## src/design/interval_timer_defs.svh

```systemverilog
// Register offsets, field positions, reset values and timing counts of the interval timer.
`ifndef INTERVAL_TIMER_DEFS_SVH
`define INTERVAL_TIMER_DEFS_SVH

`define ADDR_CONTROL 4'h0
`define ADDR_COUNT_LOW 4'h1
`define ADDR_COUNT_HIGH 4'h2
`define ADDR_IRQ_STATUS 4'h3
`define ADDR_IRQ_CLEAR 4'h4
`define ADDR_IRQ_ENABLE 4'h5
`define ADDR_CORE_IRQ_CONTROL 4'h6

`define CTRL_RUN_BIT 0
`define CTRL_CLOCK_SELECT_BIT 1
`define CTRL_PRESCALE_LSB 4
`define CTRL_WRITE_MASK 8'h33
`define CTRL_RESET 8'h00
`define COUNT_RESET 16'h0000
`define COUNT_MAX 16'hFFFF

`define IRQ_OVERFLOW_BIT 0
`define CORE_PERIPH_EN_BIT 6
`define CORE_GLOBAL_EN_BIT 7
`define CORE_WRITE_MASK 8'hC0

`define SYSTEM_CLOCK_HZ 8000000
`define INSTR_CLOCK_DIVIDE 4
`define CORE_CLOCK_HZ 10000000
`define TICK_CYCLES ((`CORE_CLOCK_HZ) / (`SYSTEM_CLOCK_HZ))

`endif

```

## src/design/interval_timer_pkg.sv

```systemverilog
// Types shared by the interval timer design and its bench.
package interval_timer_pkg;

   typedef struct packed {
      logic [1:0] spare_hi;
      logic [1:0] prescale;
      logic [1:0] spare_lo;
      logic clock_select;
      logic run;
   } control_t;

   typedef struct packed {
      logic [3:0] address;
      logic read;
      logic write;
      logic [31:0] writedata;
   } bus_req_t;

   typedef enum logic [1:0] {
      BUS_IDLE = 2'b00,
      BUS_DONE = 2'b01
   } bus_state_t;

endpackage

```

## src/design/interval_timer.sv

```systemverilog
// Sixteen bit interval timer with prescaler and overflow interrupt behind an Avalon-MM slave.
`include "interval_timer_defs.svh"

module interval_timer (
   input wire logic core_clk,
   input wire logic rst_n,
   input wire logic [3:0] avs_address,
   input wire logic avs_read,
   input wire logic avs_write,
   input wire logic [31:0] avs_writedata,
   input wire logic [3:0] avs_byteenable,
   output logic [31:0] avs_readdata,
   output logic avs_waitrequest,
   input wire logic sleep_mode,
   output logic irq
);

   ////////////////////////////////////////////////////////////////////////////////
   // Bus front end.

   interval_timer_pkg::bus_req_t req;
   interval_timer_pkg::bus_state_t bus_state_reg;
   interval_timer_pkg::control_t control_reg;
   logic [15:0] count_reg;
   logic [2:0] prescale_reg;
   logic [1:0] instr_phase_reg;
   logic gate_reg;
   logic overflow_flag_reg;
   logic overflow_enable_reg;
   logic [7:0] core_irq_control_reg;
   logic sleep_meta_reg;
   logic sleep_sync_reg;
   logic wr_fire;
   logic rd_fire;
   logic lane0;
   logic [7:0] wbyte;
   logic wr_low;
   logic wr_high;
   logic source_tick;
   logic prescale_tick;
   logic [15:0] count_next;
   logic rollover;
   logic clear_overflow;
   logic [31:0] read_next;

   assign req = '{address: avs_address, read: avs_read, write: avs_write,
                  writedata: avs_writedata};

   // Each access is taken on its first cycle and completes on the second.
   // A write lands at the edge where the master sees waitrequest low, never earlier.
   assign wr_fire = req.write && bus_state_reg == interval_timer_pkg::BUS_DONE;
   assign rd_fire = req.read && bus_state_reg == interval_timer_pkg::BUS_IDLE;
   assign lane0 = avs_byteenable[0];
   assign wbyte = req.writedata[7:0];
   assign wr_low = wr_fire && lane0 && req.address == `ADDR_COUNT_LOW;
   assign wr_high = wr_fire && lane0 && req.address == `ADDR_COUNT_HIGH;
   assign clear_overflow = wr_fire && lane0 && req.address == `ADDR_IRQ_CLEAR
                           && wbyte[`IRQ_OVERFLOW_BIT];

   always_ff @(posedge core_clk or negedge rst_n) begin
      if (!rst_n) begin
         bus_state_reg <= interval_timer_pkg::BUS_IDLE;
         avs_waitrequest <= 1'b1;
      end else begin
         unique case (bus_state_reg)
            interval_timer_pkg::BUS_IDLE: begin
               if (req.read || req.write) begin
                  bus_state_reg <= interval_timer_pkg::BUS_DONE;
                  avs_waitrequest <= 1'b0;
               end
            end
            interval_timer_pkg::BUS_DONE: begin
               bus_state_reg <= interval_timer_pkg::BUS_IDLE;
               avs_waitrequest <= 1'b1;
            end
            default: begin
               bus_state_reg <= interval_timer_pkg::BUS_IDLE;
               avs_waitrequest <= 1'b1;
            end
         endcase
      end
   end

   ////////////////////////////////////////////////////////////////////////////////
   // Control and interrupt registers.

   always_ff @(posedge core_clk or negedge rst_n) begin
      if (!rst_n) begin
         control_reg <= `CTRL_RESET;
      end else if (wr_fire && lane0 && req.address == `ADDR_CONTROL) begin
         control_reg <= wbyte & `CTRL_WRITE_MASK;
      end
   end

   always_ff @(posedge core_clk or negedge rst_n) begin
      if (!rst_n) begin
         overflow_enable_reg <= 1'b0;
      end else if (wr_fire && lane0 && req.address == `ADDR_IRQ_ENABLE) begin
         overflow_enable_reg <= wbyte[`IRQ_OVERFLOW_BIT];
      end
   end

   always_ff @(posedge core_clk or negedge rst_n) begin
      if (!rst_n) begin
         core_irq_control_reg <= 8'h00;
      end else if (wr_fire && lane0 && req.address == `ADDR_CORE_IRQ_CONTROL) begin
         core_irq_control_reg <= wbyte & `CORE_WRITE_MASK;
      end
   end

   // Sleep arrives from the power manager's domain, so it is synchronised first.
   always_ff @(posedge core_clk or negedge rst_n) begin
      if (!rst_n) begin
         sleep_meta_reg <= 1'b0;
         sleep_sync_reg <= 1'b0;
      end else begin
         sleep_meta_reg <= sleep_mode;
         sleep_sync_reg <= sleep_meta_reg;
      end
   end

   ////////////////////////////////////////////////////////////////////////////////
   // Clock sources and prescaler.

   // Gate flop follows the run bit and is cleared while stopped.
   always_ff @(posedge core_clk or negedge rst_n) begin
      if (!rst_n) begin
         gate_reg <= 1'b0;
      end else begin
         gate_reg <= control_reg.run;
      end
   end

   // Each core clock stands for one system clock; every fourth is an instruction clock.
   always_ff @(posedge core_clk or negedge rst_n) begin
      if (!rst_n) begin
         instr_phase_reg <= 2'h0;
      end else if (!sleep_sync_reg) begin
         instr_phase_reg <= instr_phase_reg + 2'h1;
      end
   end

   assign source_tick = !sleep_sync_reg && gate_reg && control_reg.run
                        && (control_reg.clock_select || instr_phase_reg == 2'h3);

   function automatic logic [2:0] prescale_limit(input logic [1:0] sel);
      prescale_limit = 3'((4'h1 << sel) - 4'h1);
   endfunction

   assign prescale_tick = source_tick
                          && prescale_reg == prescale_limit(control_reg.prescale);

   always_ff @(posedge core_clk or negedge rst_n) begin
      if (!rst_n) begin
         prescale_reg <= 3'h0;
      end else if (wr_low || wr_high) begin
         prescale_reg <= 3'h0;
      end else if (prescale_tick) begin
         prescale_reg <= 3'h0;
      end else if (source_tick) begin
         prescale_reg <= prescale_reg + 3'h1;
      end
   end

   ////////////////////////////////////////////////////////////////////////////////
   // Counter and overflow.

   // With the system clock at 1:1 the count moves on every core cycle, four per instruction.
   assign count_next = count_reg + 16'h0001;
   assign rollover = prescale_tick && count_reg == `COUNT_MAX;

   always_ff @(posedge core_clk or negedge rst_n) begin
      if (!rst_n) begin
         count_reg <= `COUNT_RESET;
      end else if (wr_low) begin
         count_reg <= {count_reg[15:8], wbyte};
      end else if (wr_high) begin
         count_reg <= {wbyte, count_reg[7:0]};
      end else if (prescale_tick) begin
         count_reg <= count_next;
      end
   end

   // A rollover in the same cycle as a clear leaves the flag set.
   always_ff @(posedge core_clk or negedge rst_n) begin
      if (!rst_n) begin
         overflow_flag_reg <= 1'b0;
      end else if (rollover) begin
         overflow_flag_reg <= 1'b1;
      end else if (clear_overflow) begin
         overflow_flag_reg <= 1'b0;
      end
   end

   always_ff @(posedge core_clk or negedge rst_n) begin
      if (!rst_n) begin
         irq <= 1'b0;
      end else begin
         irq <= overflow_flag_reg && overflow_enable_reg && control_reg.run
                && core_irq_control_reg[`CORE_PERIPH_EN_BIT]
                && core_irq_control_reg[`CORE_GLOBAL_EN_BIT];
      end
   end

   ////////////////////////////////////////////////////////////////////////////////
   // Read data.

   always_comb begin
      read_next = 32'h0000_0000;
      unique case (req.address)
         `ADDR_CONTROL: read_next[7:0] = control_reg;
         `ADDR_COUNT_LOW: read_next[7:0] = count_reg[7:0];
         `ADDR_COUNT_HIGH: read_next[7:0] = count_reg[15:8];
         `ADDR_IRQ_STATUS: read_next[`IRQ_OVERFLOW_BIT] = overflow_flag_reg;
         `ADDR_IRQ_ENABLE: read_next[`IRQ_OVERFLOW_BIT] = overflow_enable_reg;
         `ADDR_CORE_IRQ_CONTROL: read_next[7:0] = core_irq_control_reg;
         default: read_next = 32'h0000_0000;
      endcase
   end

   always_ff @(posedge core_clk or negedge rst_n) begin
      if (!rst_n) begin
         avs_readdata <= 32'h0000_0000;
      end else if (rd_fire) begin
         avs_readdata <= read_next;
      end
   end

endmodule

```

## config.mk

```make
export PLATFORM = sky130hd
export DESIGN_NAME = interval_timer
export DESIGN_NICKNAME = d
export VERILOG_FILES = /design/src/design/interval_timer_pkg.sv /design/src/design/interval_timer.sv
export VERILOG_INCLUDE_DIRS = /design/src /design/src/design
export SDC_FILE = /design/constraint.sdc
export NUM_CORES = 1
export LEC_CHECK = 0
export BUFFER_PORTS_ARGS = -buffer_cell sky130_fd_sc_hd__buf_2
export CAP_MARGIN = 40
export CORE_MARGIN = 8
export CORE_UTILIZATION = 35
export CTS_CLUSTER_SIZE = 24
export DETAILED_ROUTE_END_ITERATION = 8
export GPL_ROUTABILITY_DRIVEN = 1
export PLACE_DENSITY = 0.6
export SLEW_MARGIN = 20
export SYNTH_ARGS = -nofsm -noshare
export SYNTH_HDL_FRONTEND = slang
export SYNTH_SLANG_ARGS = --single-unit
```

## constraint.sdc

```tcl
create_clock -name core_clk -period 1.9 [get_ports core_clk]
set_clock_uncertainty 0.05 [all_clocks]
set_input_delay 0.095 -clock core_clk [delete_from_list [all_inputs] [get_ports core_clk]]
set_output_delay 0.095 -clock core_clk [all_outputs]
set_load 0.02 [all_outputs]
```

== Word-level counts from Yosys, hierarchy flattened ==
Cells that the tools add are included.

* Output and inout port bits: 34
* Register bits after elaboration: 44
* Logic and storage cells: 80
* Input bits: 45

* Equal/unequal tests: 12
* Reduce and logical (&&, ||, !) cells: 31
* Shift operators: 1
* Add/subtract/negate cells: 4
* Multiplexer cells: 14
* Bitwise operators: 1

{| class="wikitable"
|+ Operators by type and width
! cell !! count
|-
| 16-bit 2-to-1 mux || 2
|-
| 7-bit one-hot mux with 4 select lines || 1
|-
| 1-bit logical AND || 19
|-
| 16-bit by 1-bit adder with 16-bit output (second input constant) || 1
|-
| 16-bit equality test (second input constant) || 1
|-
| 4-bit by 3-bit equality test with 1-bit output (second input constant) || 3
|-
| 3-bit 2-to-1 mux || 3
|-
| 4-bit by 2-bit equality test with 1-bit output (second input constant) || 2
|-
| 8-bit 2-to-1 mux || 1
|-
| 2-bit nonzero test || 3
|-
| 1-bit one-hot mux with 5 select lines || 1
|-
| 4-bit by 1-bit equality test with 1-bit output (second input constant) || 1
|-
| 4-bit logical NOT || 1
|-
| 1-bit 2-to-1 mux || 4
|-
| 2-bit 2-to-1 mux || 2
|-
| 2-bit AND reduction || 2
|-
| 3-bit by 1-bit adder with 3-bit output (second input constant) || 1
|-
| 3-bit equality test || 1
|-
| 1-bit logical OR || 3
|-
| 3-bit nonzero test || 1
|-
| 1-bit by 2-bit left shift with 3-bit output (first input constant) || 1
|-
| 3-bit by 1-bit subtractor with 3-bit output (second input constant) || 1
|-
| 2-bit by 1-bit adder with 2-bit output (second input constant) || 1
|-
| 2-bit by 1-bit equality test with 1-bit output (second input constant) || 1
|-
| 6 further kinds || 6
|}

== Longest topological paths before layout ==
Gate-level depths: netlist of run 1.

* Depth after elaboration: 8
* Gate-level depth with buffers: 8
* Depth with buffers taken out: 7

== Worst setup path after synthesis of run 1 ==
No wires, ideal clock.

* Path type: register to register
* Start: register control_reg[5] (netlist bit)
* End: register count_reg[6]
* Library setup time: 0.126 ns
* Arrival: 1.700 ns
* Slack: 0.024 ns
* Clock period less this slack: 1.876 ns
* Cell stages (with the launch flop): 7
* Cell sequence: dfrtp_1 > or3_4 > a21oi_4 > nor2_4 > nor3_4 > o22ai_1 > a221o_1

* Cells in the longest elaborated chain, start to end: 6

{| class="wikitable"
|+ RTL lines
! item !! RTL line !! text
|-
| from (decl) || interval_timer.sv:23 || <nowiki>interval_timer_pkg::control_t control_reg;</nowiki>
|-
| from (signal assigned) || interval_timer.sv:89 || <nowiki>control_reg <= `CTRL_RESET;</nowiki>
|-
| from (signal assigned) || interval_timer.sv:91 || <nowiki>control_reg <= wbyte & `CTRL_WRITE_MASK;</nowiki>
|-
| 1-bit by 2-bit left shift with 3-bit output || interval_timer.sv:147 || <nowiki>prescale_limit = 3'((4'h1 << sel) - 4'h1);</nowiki>
|-
| 3-bit by 1-bit subtractor with 3-bit output || interval_timer.sv:147 ||
|-
| 3-bit equality test || interval_timer.sv:151 || <nowiki>&& prescale_reg == prescale_limit(control_reg.prescale);</nowiki>
|-
| 1-bit logical AND || interval_timer.sv:151 ||
|-
| 2-bit nonzero test (no source line) || - ||
|-
| 2-bit AND reduction (no source line) || - ||
|-
| to (signal assigned) || interval_timer.sv:174 || <nowiki>count_reg <= `COUNT_RESET;</nowiki>
|-
| to (signal assigned) || interval_timer.sv:176 || <nowiki>count_reg <= {count_reg[15:8], wbyte};</nowiki>
|-
| to (signal assigned) || interval_timer.sv:178 || <nowiki>count_reg <= {wbyte, count_reg[7:0]};</nowiki>
|-
| to (decl) || interval_timer.sv:24 || <nowiki>logic [15:0] count_reg;</nowiki>
|}

Every way passes these cells.
A chain may end at the register's enable or synchronous reset.

== Final worst setup path of run 1 ==
* Start: register control_reg[4] (netlist bit)
* End: register count_reg[14]

The elaborated chain is that of the path after synthesis.

==> results of run 1 <==
[per-layer routing]
metal / up-vias / wire length (um) / part of all wire / track usage
li1: 1106 / - / - / -
met1: 1113 / 2989 / 0.42 / 0.1755
met2: 90 / 3396 / 0.47 / 0.2214
met3: 16 / 609 / 0.085 / 0.02997
met4: 0 / 159 / 0.022 / 0.04628
met5: - / 0 / 0 / 0
[synth_stat cells (4+ instances only)]
| cell | number |
|---|---|
| buf_2 | 4 |
| dfrtp_1 | 42 |
| mux2_2 | 8 |
| a21oi_1 | 6 |
| nand3_1 | 9 |
| o21ai_0 | 10 |
| nor3_1 | 7 |
| a22oi_1 | 4 |
| a211oi_1 | 5 |
| nor2_1 | 27 |
| buf_4 | 24 |
| o22ai_1 | 5 |
| clkbuf_1 | 5 |
| o31ai_1 | 4 |
| a22o_1 | 9 |
| nand2b_1 | 5 |
| mux2i_1 | 4 |
| nand2_1 | 30 |
| and3_1 | 6 |
[logic make-up (layout without fill, tap and decap cells)]
logic type / count (synthesis) / count (layout) / share of synthesized area
fa+ha+maj: 3 / 3 / 0.01446
simple gates: 110 / 110 / 0.2226
xor+xnor: 4 / 4 / 0.01350
other cells: 1 / 24 / 0.001444
buf+inv: 35 / 87 / 0.08723
mux: 13 / 13 / 0.05880
compound gates: 67 / 67 / 0.1870
flops: 43 / 43 / 0.4149
[final cells by class]
class	count	area, um^2
well taps	99	123.9
inverters	2	7.507
flip-flops and latches	43	1077
clock inverters	2	12.51
clock buffers	6	72.57
fillers	711	3919
repair buffers	77	545.5
multi-input cells	221	1456
[where the power goes]
group / switching [mW] / leakage (nW) / internal [mW] / total [mW]
combinational: 0.389 / 0.920 / 0.374 / 0.763
clock: 0.337 / 0.0412 / 0.258 / 0.595
sequential: 0.123 / 0.555 / 1.06 / 1.18
total: 0.850 / 1.52 / 1.69 / 2.54
[per-stage QoR]
step	util	TNS (ps)	cell area, um^2	hold slack (ps)	instances
2_1_floorplan	-	0	2683	-250.6	299
3_3_place_gp	0.4218	-4.758	3043	35.85	433
3_5_place_dp	0.4218	-63.47	3043	43.38	433
4_1_cts	0.4416	-6.954	3186	3.924	447
5_1_grt	0.4568	-776.3	3296	26.96	450
6_report	0.4568	-96.57	3296	3.750	450
[worst min-delay path, delay by kind of cell]
family | cells | cell delay, ps
compound gates | 1 | 80
buf+inv | 1 | 100
simple gates | 1 | 40
[timing repair]
action / in CTS / in global routing
endpoints found under the setup margin: 8 / 15
pin swaps: 3 / 17
hold buffers: 2 / 1
gates cloned: 0 / 0
endpoints found under the hold margin: 21 / 1
buffers inserted: 4 / 3
resized for setup: 2 / 19
[path summary, 6_finish.rpt]
check	endpoint	slack [ps]	start
max	count_reg[14]$_DFFE_PN0P_	-100	control_reg[4]$_DFFE_PN0P_
min	count_reg[2]$_DFFE_PN0P_	4	avs_writedata[2]
max reg2reg	count_reg[14]$_DFFE_PN0P_	-100	control_reg[4]$_DFFE_PN0P_
min reg2reg	sleep_sync_reg$_DFF_PN0_	310	sleep_meta_reg$_DFF_PN0_
max in group asynchronous	avs_waitrequest$_DFFE_PN1P_	970	rst_n
min in group asynchronous	prescale_reg[1]$_DFFE_PN0P_	240	rst_n
==> run summary, run 1 <==
Drt drc: 0
Area growth syn-to-layout: 26.94%
Syn Inst Count: 276
DIE WIDTH: 102.1 um
Total GRT Usage: 0.1367
Crit path max-delay family: compound AO/OA/AOI/OAI gates
I/O pin count: 79
Layout Nets: 398
TritonCTS clock tree: yes
Crit path max-delay cell type: dfrtp_1
Sequential area share after synthesis: 0.4149
Min-Delay Path Class: in2reg
Final wirelength: 7155 um
Max-Cap Viols: 0
Clock latency on the worst-skew pair: 300 ps
Unrepaired setup endpoints after global routing: yes
Main synth FF type: dfrtp_1
Crit-path max FO: 6
CP max stage delay: 440 ps
Avg WL per Cell: 15.90 um
Die Ht: 102.1 um
Final worst slack: -96.57 ps
Leakage: 1.516 nW
Row Count: 31
Port bufs: 27
Rel. slew slack: 0.6277
CP Class: reg2reg
Crit-path most repeated cell: buf_4
Reg clk slew, reported paths: 90 ps
Synth Warn #: 0
Avg Inst Size Synth: 9.407 um^2
Initial antenna violation count: 0
TritonCTS Sinks: 43
Most frequent cells in the layout: 42 x dfrtp_1, 42 x buf_4, 30 x nand2_1
Hpwl dp: 5574 um
Max VDD drop: 0.3119 mV
Final Hold Vio Count: 0
WHS Path Cells: 3
Post-layout min period: 1997 ps
Top post-synthesis cells by area: dfrtp_1 40%, buf_4 6.9%, nand2_1 4.3%
Starting density of the core: 0.3599
Core area: 7214 um^2
Via count: 2325
CP Launch Type: register
Maximum clock rate: 0.5009 GHz
Mapped cell area: 2596 um^2
Worst-path cell chain: or2_2 -> a21oi_4 -> buf_4 -> o211ai_4 -> buf_4 -> o32ai_1 -> nor3_1
Worst Setup End Kind: register
First-pass GRT wire length: 11050 um
H-Tree Level Count: 2
Crit path arrival time: 2120 ps
Failing checks: setup timing
Req. time, crit path: 2020 ps
Num CTS Buffers: 5
Max reg flops: 16
Global placement routability congestion: 0.9496
Yosys top cell area share: 0.4048
Area leader, netlist: dfrtp_1
CTS Root Cell: clkbuf_8
Worst R2R Path Depth: 7
Initial DRT Pass Iterations: 4
DR iter-0 viols: 145
Die area: 10430 um^2
Ratio of cells with drive above 1 in the final layout: 0.3276
Number of synthesized flops with an enable pin: 0
Status: finished with violations
Post-layout power: 2.538 mW
ANT nets after route: 0
Setup violations, final: 1
Remaining Overflow, GRT: 0
Post-synth ARST share: 1.000
Crit path depth: 7
Power Density: 770.1 nW/um^2
Pin count of the biggest net entering global routing: 24
Buffers & Inverters on Critical Path: 2
Least-Margin Pin Slew: 556.0 ps
# diodes: 0
Dpl ws: -17.45 ps
Clock Path Buffers: 2
#FFs+latches synth: 43
Vias/cell: 5.167
Final Max Slew Viols: 0
Library cells used by synthesis: 57
Vias in the first global route: 2222
Final period utilization: 1.051
(Power assumes the default switching activity.)
==> inputs of run 2 (changes only) <==
==> constraint.sdc (replaced) <==
create_clock -name core_clk -period 1.9 [get_ports core_clk]
set_clock_uncertainty 0.05 [all_clocks]
set_input_delay 0.38 -clock core_clk [delete_from_list [all_inputs] [get_ports core_clk]]
set_output_delay 0.38 -clock core_clk [all_outputs]
set_load 0.02 [all_outputs]
==> run 2 against run 1 <==
Net effect: the run still ends with setup timing left; sequential share of layout area fell by 0.36 points; total power fell by 0.82%; die area did not move; hold slack improved by 120 ps; register-to-register slack improved by 50 ps; wire length rose by 2.9%; maximum frequency rose by 2.7%; non-clock buffer count rose by 5; global-route usage rose by 0.95 points; critical path depth fell by 1; critical endpoint is now count_reg[8]$_DFFE_PN0P_; largest cell class unchanged; largest power group unchanged.
==> run summary, run 2 (same netlist as run 1, synthesis figures left out) <==
Status: finished with violations
Failing checks: setup timing
Worst R2R Path Depth: 6 (-1)
Crit-path max FO: 6 (unchanged)
Area growth syn-to-layout: 28.34%
Unrepaired setup endpoints after global routing: yes
Setup TNS: -97.38 ps (-0.8016 ps)
Worst Setup End Kind: register
Die Ht: 102.1 um (unchanged)
Final Hold Vio Count: 0 (unchanged)
CTS Root Cell: clkbuf_8
ANT nets after route: 0 (unchanged)
WHS Path Cells: 1 (-2)
Final worst slack: -43.80 ps (+52.78 ps)
Dpl ws: -47.75 ps (-30.30 ps)
Final Max Slew Viols: 0 (unchanged)
Starting density of the core: 0.3599 (unchanged)
Layout Nets: 403 (+1.3%)
Final Hold Slack: 128.2 ps (+124.5 ps)
DR iter-0 viols: 243 (+68%)
Vias/cell: 5.284 (+2.3%)
Critical Path Sink: count_reg[8]$_DFFE_PN0P_
Power Density: 755.5 nW/um^2 (-1.9%)
Hpwl dp: 5676 um (+1.8%)
Clock Path Buffers: 2 (unchanged)
Final period utilization: 1.023 (-0.02778)
Via count: 2404 (+3.4%)
I/O pin count: 79 (unchanged)
Least-Margin Pin Slew: 504.6 ps (-51.40 ps)
Num CTS Buffers: 5 (unchanged)
CP Class: reg2reg
Hold_sp: sleep_mode
Req. time, crit path: 2030 ps (about the same)
Avg WL per Cell: 16.17 um (+1.7%)
Most frequent cells in the layout: 50 x buf_4, 42 x dfrtp_1, 30 x nand2_1
Final Util: 0.4618 (+0.005029)
TritonCTS Sinks: 43 (unchanged)
CP Launch Type: register
FF-to-FF End: count_reg[8]$_DFFE_PN0P_
Port bufs: 27 (unchanged)
Leakage: 1.550 nW (+2.2%)
R2R setup slack: -40 ps (+50 ps)
Initial DRT Pass Iterations: 5 (+1)
Min-Delay Path Class: in2reg
Max VDD drop: 0.2315 mV (-26%)
Worst flop-to-flop path startpoint: control_reg[5]$_DFFE_PN0P_
Setup violations, final: 3 (+2)
Clock latency on the worst-skew pair: 300 ps (about the same)
Global placement routability congestion: 0.9917 (+4.4%)
Row Count: 31 (unchanged)
Commonest non-fill, non-tap cell in the layout: buf_4
Crit path arrival time: 2070 ps (-50 ps)
First-pass GRT wire length: 11860 um (+7.4%)
# diodes: 0 (unchanged)
Ratio of cells with drive above 1 in the final layout: 0.3511 (+0.02349)
H-Tree Level Count: 2 (unchanged)
Vias in the first global route: 2398 (+7.9%)
CP startpoint: control_reg[5]$_DFFE_PN0P_
Maximum clock rate: 0.5145 GHz (+2.7%)
Pin count of the biggest net entering global routing: 26 (+8.3%)
DIE WIDTH: 102.1 um (unchanged)
Remaining Overflow, GRT: 0 (unchanged)
Max-Cap Viols: 0 (unchanged)
Initial antenna violation count: 0 (unchanged)
Core area: 7214 um^2 (unchanged)
Max reg flops: 16 (unchanged)
Post-layout min period: 1944 ps (-52.78 ps)
Die area: 10430 um^2 (unchanged)
Final wirelength: 7359 um (+2.9%)
TritonCTS clock tree: yes
Drt drc: 0 (unchanged)
Reg clk slew, reported paths: 80 ps (about the same)
Rel. slew slack: 0.6636 (+0.03590)
Total GRT Usage: 0.1463 (+0.009548)
[run 2: cell count changes in the layout (fill, tap and decap cells not counted), sizes merged]
cell,delta
dlygate4sd3,-2
buf,+7
[run 2: timing repair]
item	in CTS	in global routing
hold endpoints to repair	11	0
setup endpoints to repair	8	16
pin swaps	6	13
hold buffers	1	0
gates resized for setup	2	20
buffers inserted	2	1
[run 2: worst min-delay path by stage]
| stage | endpoint | slack (ps) |
|---|---|---|
| after floorplan | avs_readdata[0]$_DFFE_PN0P_ | 30 |
| after global placement | sleep_sync_reg$_DFF_PN0_ | 290 |
| after detailed placement | sleep_sync_reg$_DFF_PN0_ | 290 |
| after CTS | sleep_meta_reg$_DFF_PN0_ | 120 |
| after global routing | sleep_meta_reg$_DFF_PN0_ | 110 |
| final | sleep_meta_reg$_DFF_PN0_ | 130 |
[run 2: layout make-up]
cell class	count	area, um^2
inverters	2	7.507
multi-input cells	221	1464
repair buffers	82	574.3
clock buffers	6	72.57
well taps	99	123.9
clock inverters	2	12.51
flip-flops and latches	43	1077
fillers	703	3882
[run 2: where the power goes]
group / leakage (nW) / total [mW] / internal [mW] / switching (mW)
Clock: 0.0412 / 0.587 / 0.257 / 0.330
Sequential: 0.555 / 1.16 / 1.06 / 0.105
Combinational: 0.953 / 0.769 / 0.362 / 0.407
Total: 1.55 / 2.52 / 1.68 / 0.841
[run 2: critical path, cell delays in order (launching register included)]
cell and delay [ps]:
dfrtp_1 390, or3_4 400, a21oi_4 210, nor2_4 110
nor3_4 230, a21oi_2 70, or3_1 360
[run 2: per-layer routing]
metal / vias to the layer above / track usage / part of all wire
met4: 0 / 0.04966 / 0.024
met5: - / 0 / 0
met2: 113 / 0.2389 / 0.46
met3: 23 / 0.02997 / 0.077
li1: 1125 / - / -
met1: 1143 / 0.1871 / 0.43
[run 2: stage by stage]
stage                     std cells  area, um^2  power, mW
after floorplan                 299        2683      1.613
after global placement          444        3126      1.886
after detailed placement        444        3126      1.910
after CTS                       455        3244      2.512
after global routing            455        3332      2.680
final                           455        3332      2.517
